### config.mk
export PLATFORM = sky130hd
export DESIGN_NAME = mss_sequencer
export DESIGN_NICKNAME = d
export VERILOG_FILES = /design/src/common/mss_pkg.sv /design/src/logic/mss_sequencer.sv /design/src/logic/mss_sync_filt.sv
export SDC_FILE = /design/constraint.sdc
export NUM_CORES = 1
export LEC_CHECK = 0
export BUFFER_PORTS_ARGS = -buffer_cell sky130_fd_sc_hd__buf_2
export CORE_ASPECT_RATIO = 0.6
export CORE_MARGIN = 10
export CORE_UTILIZATION = 38
export CTS_BUF_LIST = sky130_fd_sc_hd__clkbuf_8
export DETAILED_ROUTE_END_ITERATION = 6
export GPL_TIMING_DRIVEN = 1
export SYNTH_ARGS = -nofsm -noshare
export SYNTH_HDL_FRONTEND = slang
export SYNTH_SLANG_ARGS = --single-unit
### constraint.sdc
create_clock -name ref_clk -period 3 [get_ports ref_clk]
set_input_delay 0.15 -clock ref_clk [delete_from_list [all_inputs] [get_ports ref_clk]]
set_output_delay 0.15 -clock ref_clk [all_outputs]
set_load 0.01 [all_outputs]
### src/common/mss_pkg.sv
// Package: constants and state type of the mirror array supply sequencer
package mss_pkg;
	// ----------------------------------------
	// Timing
	// ----------------------------------------
	localparam int CLK_MHZ = 200;
	localparam int OFFSET_BIAS_DELAY_MS = 2;
	localparam int OFFSET_BIAS_DELAY_CYC = OFFSET_BIAS_DELAY_MS * 1000 * CLK_MHZ;
	localparam int CNT_W = 24;
	// Settle and discharge indications must persist this many cycles
	localparam int FILT_CYC = 4;
	localparam int FILT_W = 3;
	// Park wait limit, counted in the same counter
	localparam int PARK_TIMEOUT_MS = 10;
	localparam int PARK_TIMEOUT_CYC = PARK_TIMEOUT_MS * 1000 * CLK_MHZ;

	// ----------------------------------------
	// Sequencer states
	// ----------------------------------------
	typedef enum logic [8:0] {
		MSS_OFF = 9'h001,
		MSS_LOGIC_UP = 9'h002,
		MSS_OFFSET_UP = 9'h004,
		MSS_BIAS_WAIT = 9'h008,
		MSS_HV_UP = 9'h010,
		MSS_RUN = 9'h020,
		MSS_PARK = 9'h040,
		MSS_HV_DOWN = 9'h080,
		MSS_LOGIC_DOWN = 9'h100
	} mss_state_t;
endpackage

### src/logic/mss_sequencer.sv
// Module: power-up and power-down sequencer for a micromirror array
//
// Operation
// - Core and io supplies settle before HV rails
// - Bias-offset delta held in limit on power-up
// - Low-speed inputs held low until logic settled
// - Reset rail timing free versus offset, bias
// - Reverse order; logic held until HV below 4V
// - Bias before offset optional; delta still limited
// - Low-speed inputs below io level on power-down
// - Bias starts at least 2 ms after offset
// - Offset, bias below 6 V around the delay
// - Offset first up, bias first down
// - Bias-reset delta always within limit
// - On power loss in run park, then drop HV rails
`timescale 1ns/1ps
module mss_sequencer #(
	// Timing counts; a bench may shorten them to keep runs small
	parameter int DELAY_CYC = mss_pkg::OFFSET_BIAS_DELAY_CYC,
	parameter int PARK_CYC = mss_pkg::PARK_TIMEOUT_CYC
) (
	// Clock and reset
	input wire logic ref_clk,
	input wire logic rst_n,
	// System requests
	input wire logic power_on_req,
	input wire logic power_fail,
	input wire logic park_done,
	// Supply indications from pins
	input wire logic logic_good_raw,
	input wire logic offset_good_raw,
	input wire logic bias_good_raw,
	input wire logic reset_good_raw,
	input wire logic hv_discharged_raw,
	// Supply enables
	output logic core_supply_en,
	output logic io_supply_en,
	output logic offset_supply_en,
	output logic bias_supply_en,
	output logic reset_supply_en,
	// Input gating and status
	output logic low_speed_inputs_en,
	output logic park_req,
	output logic power_ready
);
	// ----------------------------------------
	// Pin synchronisers
	// ----------------------------------------
	logic [4:0] raw_v, good_v;
	assign raw_v = {hv_discharged_raw, reset_good_raw, bias_good_raw,
		offset_good_raw, logic_good_raw};

	genvar gi;
	generate
		for (gi = 0; gi < 5; gi++) begin : g_sync
			mss_sync_filt u_sync (
				.ref_clk(ref_clk),
				.rst_n(rst_n),
				.raw(raw_v[gi]),
				.level(good_v[gi])
			);
		end
	endgenerate

	logic logic_good, offset_good, bias_good, reset_good, hv_low;
	assign logic_good = good_v[0];
	assign offset_good = good_v[1];
	assign bias_good = good_v[2];
	assign reset_good = good_v[3];
	assign hv_low = good_v[4];

	// ----------------------------------------
	// State machine
	// ----------------------------------------
	mss_pkg::mss_state_t state_q, state_d;
	logic [mss_pkg::CNT_W-1:0] cnt_q, cnt_d;
	logic core_q, core_d, off_q, off_d, bias_q, bias_d, rst_q, rst_d;
	logic lsi_q, lsi_d, park_q, park_d, rdy_q, rdy_d;
	logic stop;

	// Power loss overrides an on request
	assign stop = power_fail || !power_on_req;

	always_comb begin
		state_d = state_q;
		cnt_d = cnt_q;
		core_d = core_q;
		off_d = off_q;
		bias_d = bias_q;
		rst_d = rst_q;
		lsi_d = lsi_q;
		park_d = 1'b0;
		rdy_d = 1'b0;
		unique case (state_q)
			mss_pkg::MSS_OFF: begin
				lsi_d = 1'b0;
				if (power_on_req && !power_fail) begin
					core_d = 1'b1;
					state_d = mss_pkg::MSS_LOGIC_UP;
				end
			end
			mss_pkg::MSS_LOGIC_UP: begin
				if (stop) begin
					state_d = mss_pkg::MSS_HV_DOWN;
				end else if (logic_good) begin
					// Offset rail first; reset rail with it, order free
					off_d = 1'b1;
					rst_d = 1'b1;
					lsi_d = 1'b1;
					cnt_d = '0;
					state_d = mss_pkg::MSS_OFFSET_UP;
				end
			end
			mss_pkg::MSS_OFFSET_UP: begin
				// Delay counted from offset enable, rail starts near 0 V
				if (stop) begin
					state_d = mss_pkg::MSS_HV_DOWN;
				end else if (cnt_q ==
					mss_pkg::CNT_W'(DELAY_CYC - 1)) begin
					state_d = mss_pkg::MSS_BIAS_WAIT;
				end else begin
					cnt_d = cnt_q + 1'b1;
				end
			end
			mss_pkg::MSS_BIAS_WAIT: begin
				if (stop) begin
					state_d = mss_pkg::MSS_HV_DOWN;
				end else if (offset_good) begin
					bias_d = 1'b1;
					state_d = mss_pkg::MSS_HV_UP;
				end
			end
			mss_pkg::MSS_HV_UP: begin
				if (stop) begin
					state_d = mss_pkg::MSS_HV_DOWN;
				end else if (bias_good && reset_good) begin
					state_d = mss_pkg::MSS_RUN;
				end
			end
			mss_pkg::MSS_RUN: begin
				rdy_d = !stop;
				if (stop) begin
					cnt_d = '0;
					park_d = 1'b1;
					state_d = mss_pkg::MSS_PARK;
				end
			end
			mss_pkg::MSS_PARK: begin
				park_d = 1'b1;
				cnt_d = cnt_q + 1'b1;
				// Timeout keeps a dead park acknowledge from pinning rails
				if (park_done || cnt_q ==
					mss_pkg::CNT_W'(PARK_CYC - 1)) begin
					park_d = 1'b0;
					state_d = mss_pkg::MSS_HV_DOWN;
				end
			end
			mss_pkg::MSS_HV_DOWN: begin
				// Bias dropped first, then offset and reset together
				lsi_d = 1'b0;
				bias_d = 1'b0;
				if (!bias_q) begin
					off_d = 1'b0;
					rst_d = 1'b0;
					if (!off_q && hv_low) begin
						state_d = mss_pkg::MSS_LOGIC_DOWN;
					end
				end
			end
			mss_pkg::MSS_LOGIC_DOWN: begin
				core_d = 1'b0;
				if (!logic_good) begin
					state_d = mss_pkg::MSS_OFF;
				end
			end
			default: begin
				core_d = core_q;
				off_d = 1'b0;
				bias_d = 1'b0;
				rst_d = 1'b0;
				lsi_d = 1'b0;
				state_d = mss_pkg::MSS_HV_DOWN;
			end
		endcase
	end

	always_ff @(posedge ref_clk or negedge rst_n) begin
		if (!rst_n) begin
			state_q <= mss_pkg::MSS_OFF;
			cnt_q <= '0;
			core_q <= 1'b0;
			off_q <= 1'b0;
			bias_q <= 1'b0;
			rst_q <= 1'b0;
			lsi_q <= 1'b0;
			park_q <= 1'b0;
			rdy_q <= 1'b0;
		end else begin
			state_q <= state_d;
			cnt_q <= cnt_d;
			core_q <= core_d;
			off_q <= off_d;
			bias_q <= bias_d;
			rst_q <= rst_d;
			lsi_q <= lsi_d;
			park_q <= park_d;
			rdy_q <= rdy_d;
		end
	end

	assign core_supply_en = core_q;
	assign io_supply_en = core_q;
	assign offset_supply_en = off_q;
	assign bias_supply_en = bias_q;
	assign reset_supply_en = rst_q;
	assign low_speed_inputs_en = lsi_q;
	assign park_req = park_q;
	assign power_ready = rdy_q;

	// Helper: cycles since offset enable rose
	logic [mss_pkg::CNT_W-1:0] since_off_q;
	always_ff @(posedge ref_clk or negedge rst_n) begin
		if (!rst_n) begin
			since_off_q <= '0;
		end else if (!off_q) begin
			since_off_q <= '0;
		end else if (since_off_q != '1) begin
			since_off_q <= since_off_q + 1'b1;
		end
	end
endmodule

### src/logic/mss_sync_filt.sv
// Module: two-flop synchroniser with a persistence filter
`timescale 1ns/1ps
module mss_sync_filt (
	// Clock and reset
	input wire logic ref_clk,
	input wire logic rst_n,
	// Raw pin and filtered level
	input wire logic raw,
	output logic level
);
	logic meta_q, sync_q, level_q, level_d;
	logic [mss_pkg::FILT_W-1:0] cnt_q, cnt_d;

	always_comb begin
		cnt_d = cnt_q;
		level_d = level_q;
		if (sync_q == level_q) begin
			cnt_d = '0;
		end else if (cnt_q == mss_pkg::FILT_W'(mss_pkg::FILT_CYC - 1)) begin
			cnt_d = '0;
			level_d = sync_q;
		end else begin
			cnt_d = cnt_q + 1'b1;
		end
	end

	always_ff @(posedge ref_clk or negedge rst_n) begin
		if (!rst_n) begin
			meta_q <= 1'b0;
			sync_q <= 1'b0;
			level_q <= 1'b0;
			cnt_q <= '0;
		end else begin
			meta_q <= raw;
			sync_q <= meta_q;
			level_q <= level_d;
			cnt_q <= cnt_d;
		end
	end

	assign level = level_q;
endmodule

=== Yosys cells after proc, flatten, opt, wreduce, memory -nomap -nowiden ===
Index checks and enable logic that the tools add are counted.

* Add/subtract/negate cells: 6
* Equality and inequality tests: 37
* Multiplexer cells: 45
* Bitwise gates (word level): 8
* Reduce and logical (&&, ||, !) cells: 25

{| class="wikitable"
|+ Operators by type and width
! cell !! count
|-
| two-way mux 9 bit || 14
|-
| two-way mux 24 bit || 5
|-
| case mux 24 bit (4 select lines) || 1
|-
| case mux 9 bit (9 select lines) || 1
|-
| two-way mux 3 bit || 10
|-
| adder 24 x 1 -> 24 bit (second input constant) || 1
|-
| == test 24 x 19 -> 1 bit (second input constant) || 1
|-
| == test 24 x 21 -> 1 bit (second input constant) || 1
|-
| != test 2 bit (second input constant) || 10
|-
| adder 3 x 1 -> 3 bit (second input constant) || 5
|-
| == test 3 x 2 -> 1 bit (second input constant) || 5
|-
| OR reduction 7 bit || 2
|-
| AND reduction 2 bit || 6
|-
| AND reduction 10 bit || 1
|-
| == test 9 x 1 -> 1 bit (second input constant) || 1
|-
| == test 9 x 2 -> 1 bit (second input constant) || 1
|-
| == test 9 x 3 -> 1 bit (second input constant) || 1
|-
| == test 9 x 4 -> 1 bit (second input constant) || 1
|-
| == test 9 x 5 -> 1 bit (second input constant) || 1
|-
| == test 9 x 6 -> 1 bit (second input constant) || 1
|-
| == test 9 x 7 -> 1 bit (second input constant) || 1
|-
| == test 9 x 8 -> 1 bit (second input constant) || 1
|-
| == test 9 bit (second input constant) || 1
|-
| two-way mux 1 bit || 9
|-
| other kinds (16) || 40
|}

* Register bits: 69
* Output and inout bits: 8
* Word-level logic and storage cells: 149

=== Longest topological paths before layout ===
* Depth in word-level cells: 5
* Gate-level depth with buffers: 10
* Mapped depth without buffers: 7

=== Cells and area by module ===
Synthesis repeated with hierarchy kept, for this count alone.

* Cells, all modules: 347
* Area, all modules: 3616.0 um^2

{| class="wikitable"
|+ Modules (own cells, without submodules)
! module !! times used !! cells each !! area each (um^2) !! seq. area each (um^2)
|-
| mss_sequencer || 1 || 282 || 2471.1 || 977.2
|-
| mss_sync_filt || 5 || 13 || 229.0 || 150.1
|}

=== Worst setup path before layout ===
Ideal clock, no wire load.

* Path kind: register -> register
* From: reg state_q[4]
* To: reg cnt_q[13] (netlist name)
* Arrival time: 2.340 ns
* Slack: 0.586 ns
* Stages on the path, launching flop included: 10
* Buffers on the path: 3
* Period minus slack after synthesis: 2.414 ns
* Cells stage by stage: dfrtp_1 buf_6 or4_4 buf_6 nor2_4 o311ai_1 o221a_1 buf_6 or4_4 a21oi_2

* Cells in the longest elaborated chain, start to end: 3
* Elaborated cells between the ends (all ways): 12
* Those cells by class: 9 x eq/ne; 1 x mux; 2 x reduce/logical

{| class="wikitable"
|+ Ends and longest elaborated chain
! element !! line !! source
|-
| start, declared || mss_sequencer.sv:75 || <nowiki>mss_pkg::mss_state_t state_q, state_d;</nowiki>
|-
| start signal, assigned || mss_sequencer.sv:189 || <nowiki>state_q <= mss_pkg::MSS_OFF;</nowiki>
|-
| start signal, assigned || mss_sequencer.sv:199 || <nowiki>state_q <= state_d;</nowiki>
|-
| == test 9 x 2 -> 1 bit, or another cell as far along || mss_sequencer.sv:94 || <nowiki>unique case (state_q)</nowiki>
|-
| != test 2 x 1 -> 1 bit (no line), or another cell as far along || n/a ||
|-
| AND reduction 6 bit (no line) || n/a ||
|-
| end signal, assigned || mss_sequencer.sv:200 || <nowiki>cnt_q <= cnt_d;</nowiki>
|-
| end, declared || mss_sequencer.sv:76 || <nowiki>logic [mss_pkg::CNT_W-1:0] cnt_q, cnt_d;</nowiki>
|}

Parallel ways exist; a longest one is shown, timed or not.
A chain may end at the register's enable or synchronous reset.

=== Worst setup path after layout ===
* From: reg state_q[6]
* To: reg cnt_q[8] (netlist name)

The elaborated chain is that of the path after synthesis.

==> impl_metrics.csv <==
group,metric,value,unit
yosys,synth-edff-count,0,
timing,finalHoldViolCount,0,
critical_path,crit_buf_inv,1,
critical_path,setup.worst_path.end_class,"flip-flop",
clock_network,tritoncts.num_buffers,9,
layout,most-common-layout-cells,"sky130_fd_sc_hd__dfrtp_1, sky130_fd_sc_hd__o21ai_0, sky130_fd_sc_hd__a21oi_1",
layout,drive_above_1_share,16.3,%
global_routing,grt_first_pass_wirelength,12800,microns
routing,route.vias.total,2768,
floorplan,design.die.area,13500,sq um
routing,post_detailed_route_via_to_cell_ratio,5.61,
clock_network,cts.repair.resized,0,
timing,drv_slew,0,
layout,leading_cell_type_in_the_layout_fill_and_taps_excluded,"sky130_fd_sc_hd__dfrtp_1",
timing,tightest_slew,0.736,ns
floorplan,std_cell_rows,26,
floorplan,die-width,143,microns
yosys,ys_seq_elements,69,
timing,finalCriticalPeriod,2.64,ns
clock_network,postCtsSetupRepairBufs,0,
clock_network,cts_hold_buffers,6,
critical_path,maximum_fanout_along_the_worst_path,48,
routing,drt_pass1_iterations,5,
pwr,power_per_cell_area,669,nW/um^2
critical_path,cp-start-kind,"flip-flop",
clock_network,worst_setup_hold_path_clk_slew,0.07,ns
yosys,synth.cell_area,3460,sq um
clock_network,cts.root.buffer_cell,"sky130_fd_sc_hd__clkbuf_8",
timing,fmax,379,MHz
clock_network,insertion_delay,0.36,ns
routing,detailedRoute.firstIterationViolations,284,
placement,gp_routability_congestion,0.907,
critical_path,cp_cell_sequence,"or4_4 -> nor4_1 -> nand2_1 -> o221a_1 -> buf_12 -> or4_1 -> a21oi_1",
min_path,min_from,"park_done",
floorplan,die_h,94.0,microns
flow_run,cap_violations,0,
critical_path,rr_worst_depth,7,
placement,count_of_input_and_output_buffers,17,
critical_path,timing.critical_path.max_delay_family,"simple AND/OR/NAND/NOR gates",
yosys,seq_total_area_yosys,49.9,%
min_path,hold_path.class,"input port to flip-flop",
critical_path,regToRegEndpoint,"cnt_q[8]",
floorplan,initial_utilization,39.9,%
global_routing,gr-total-overflow,0,
routing,antenna_left,0,
layout,finalInstanceArea,3960,sq um
floorplan,core_area,8690,sq um
layout,layout.nets,393,
critical_path,critPathRequiredTime,3.28,ns
timing,setup_viol,0,
pwr,irDropWorstVdd,0.000331,V
status,run_status,"completed",
yosys,async_flop_share,100,%
pwr,total_leakage_power,0.00167,uW
clock_network,cts.htree.levels,3,
yosys,average_instance_area_after_synthesis,9.93,sq um
global_routing,grt_util_all_layers,12.0,%
clock_network,clockBufferDepth,2,
critical_path,max_stage_delay_on_crit_path,0.58,ns
routing,routedWlPerCell,15.7,microns
critical_path,arrival_time_at_the_worst_endpoint,2.91,ns
clock_network,tritoncts_clock_tree,"yes",
min_path,timing.hold.worst_path_depth,4,
timing,fin_worst_skew,0.0109,ns
global_routing,via_count_of_the_first_global_routing_pass,2568,
yosys,yosys_warnings,0,
placement,hpwl,5380,microns
timing,final.setup.tns,0,ns
pwr,total_power,2650,uW
layout,syn_to_final_growth,14.2,%
timing,timing.max_slew.rel_slack,50.3,%
placement,cell_area_placed,3700,sq um
layout,antenna_cells_inserted,0,
critical_path,timing.rr.start,"state_q[6]",
yosys,post_synth_inst_count,349,
routing,routed_wl,7740,microns
critical_path,critPathSlowestCell,"sky130_fd_sc_hd__or4_4",
yosys,mapped_nets,365,
yosys,ys.flop_type,"sky130_fd_sc_hd__dfrtp_1",
global_routing,grt_start_max_net_pins,58,
critical_path,regToRegSetupSlack,0.36,ns
global_routing,number_of_antenna_violations_at_the_first_check_in_global_routing,0,
timing,rsz0062_at_grt,"false",
layout,final_core_util,45.6,%
routing,detail_route.drc_violations,0,
yosys,yosysUniqueCellTypes,53,
clock_network,clock_sink_count,69,
floorplan,ioPinCount,18,
critical_path,worst-setup-path-type,"flip-flop to flip-flop",
timing,final.period_utilization,88.0,%
min_path,min_to,"state_q[6]",
-- metrics by stage --
stage | instances | hold slack (ns) | worst slack, ns
finish | 493 | 0.158 | 0.360
global route | 493 | 0.175 | 0.193
CTS | 493 | 0.142 | 0.378
detailed placement | 472 | 0.0555 | 0.400
global placement | 472 | 0.0510 | 0.468
floorplan | 349 | -0.146 | 0.586
-- worst reg2reg max path, cell delays in order, from the launching register on --
cell and delay, ns:
sky130_fd_sc_hd__dfrtp_1 0.49, sky130_fd_sc_hd__or4_4 0.58, sky130_fd_sc_hd__nor4_1 0.33, sky130_fd_sc_hd__nand2_1 0.16
sky130_fd_sc_hd__o221a_1 0.17, sky130_fd_sc_hd__buf_12 0.18, sky130_fd_sc_hd__or4_1 0.47, sky130_fd_sc_hd__a21oi_1 0.18
-- routing by layer --
layer	vias up	wire (microns)	track usage (%)
li1	1338	-	-
met1	1319	4010	17.4
met2	100	3060	15.9
met3	11	554	3.79
met4	0	114	4.65
met5	-	0	0
-- logic make-up (layout without fill, tap and decap cells) --
| family | count (synthesis) | count (layout) | share of synthesized area, % |
|---|---|---|---|
| XOR/XNOR | 10 | 10 | 2.53 |
| flip-flops | 69 | 69 | 49.9 |
| multiplexers | 5 | 5 | 1.63 |
| AO/OA/AOI/OAI | 82 | 82 | 14.2 |
| buffers and inverters | 29 | 61 | 4.44 |
| AND/OR/NAND/NOR | 148 | 148 | 25.1 |
| adder cells (fa/ha/maj) | 6 | 6 | 2.17 |
-- where the power goes --
part | switching (uW) | internal [uW] | total (uW)
combinational | 395 | 316 | 711
sequential | 97.7 | 1060 | 1160
clock | 373 | 405 | 778
total | 866 | 1780 | 2650
-- area by class of cell --
type | instances | area (sq um)
fillers | 816 | 4730
repair buffers | 37 | 275
clock buffers | 10 | 138
flip-flops and latches | 69 | 1730
multi-input cells | 251 | 1580
inverters | 9 | 33.8
clock inverters | 5 | 60.1
well taps | 112 | 140
-- registers in the layout, summed over array words and instances (netlist names) --
register,cells
cnt_q,24
g_sync.u_sync.meta_q,5
g_sync.u_sync.cnt_q,15
low_speed_inputs_en,1
core_supply_en,1
bias_supply_en,1
power_ready,1
park_req,1
state_q,9
reset_supply_en,1
g_sync.u_sync.sync_q,5
g_sync.u_sync.level,5
-- how the worst max path moves through the flow --
stage,start,end,slack [ns],cells after the start
detailed placement,state_q[6],cnt_q[8],0.40,7
floorplan,state_q[4],cnt_q[13],0.59,9
CTS,state_q[6],cnt_q[8],0.38,7
finish,state_q[6],cnt_q[8],0.36,7
global route,state_q[6],cnt_q[8],0.19,7
global placement,state_q[6],cnt_q[13],0.47,7
-- synthesized netlist by cell type (4+ instances only) --
cell type                  number  area share, %
sky130_fd_sc_hd__mux2_2         5            1.6
sky130_fd_sc_hd__nand3_1       15            2.2
sky130_fd_sc_hd__ha_1           6            2.2
sky130_fd_sc_hd__dfrtp_1       68             49
sky130_fd_sc_hd__or4_1          4           0.87
sky130_fd_sc_hd__nand2_1       24            2.6
sky130_fd_sc_hd__a21oi_1       26            3.8
sky130_fd_sc_hd__nand2b_1       6            1.1
sky130_fd_sc_hd__inv_1          9           0.98
sky130_fd_sc_hd__nor3b_1       10            2.2
sky130_fd_sc_hd__buf_6          5            1.6
sky130_fd_sc_hd__xnor2_1        7            1.8
sky130_fd_sc_hd__nor2b_1        7            1.3
sky130_fd_sc_hd__nor4_1         7            1.3
sky130_fd_sc_hd__clkbuf_1      13            1.4
sky130_fd_sc_hd__o31ai_1        6            1.3
sky130_fd_sc_hd__o21ai_0       26            3.8
sky130_fd_sc_hd__nand4_1        4           0.72
sky130_fd_sc_hd__or3_1         22            4.0
sky130_fd_sc_hd__nor2_1        13            1.4
sky130_fd_sc_hd__nor3_1        11            1.6
No activity file was read; power rests on OpenSTA's default activity.
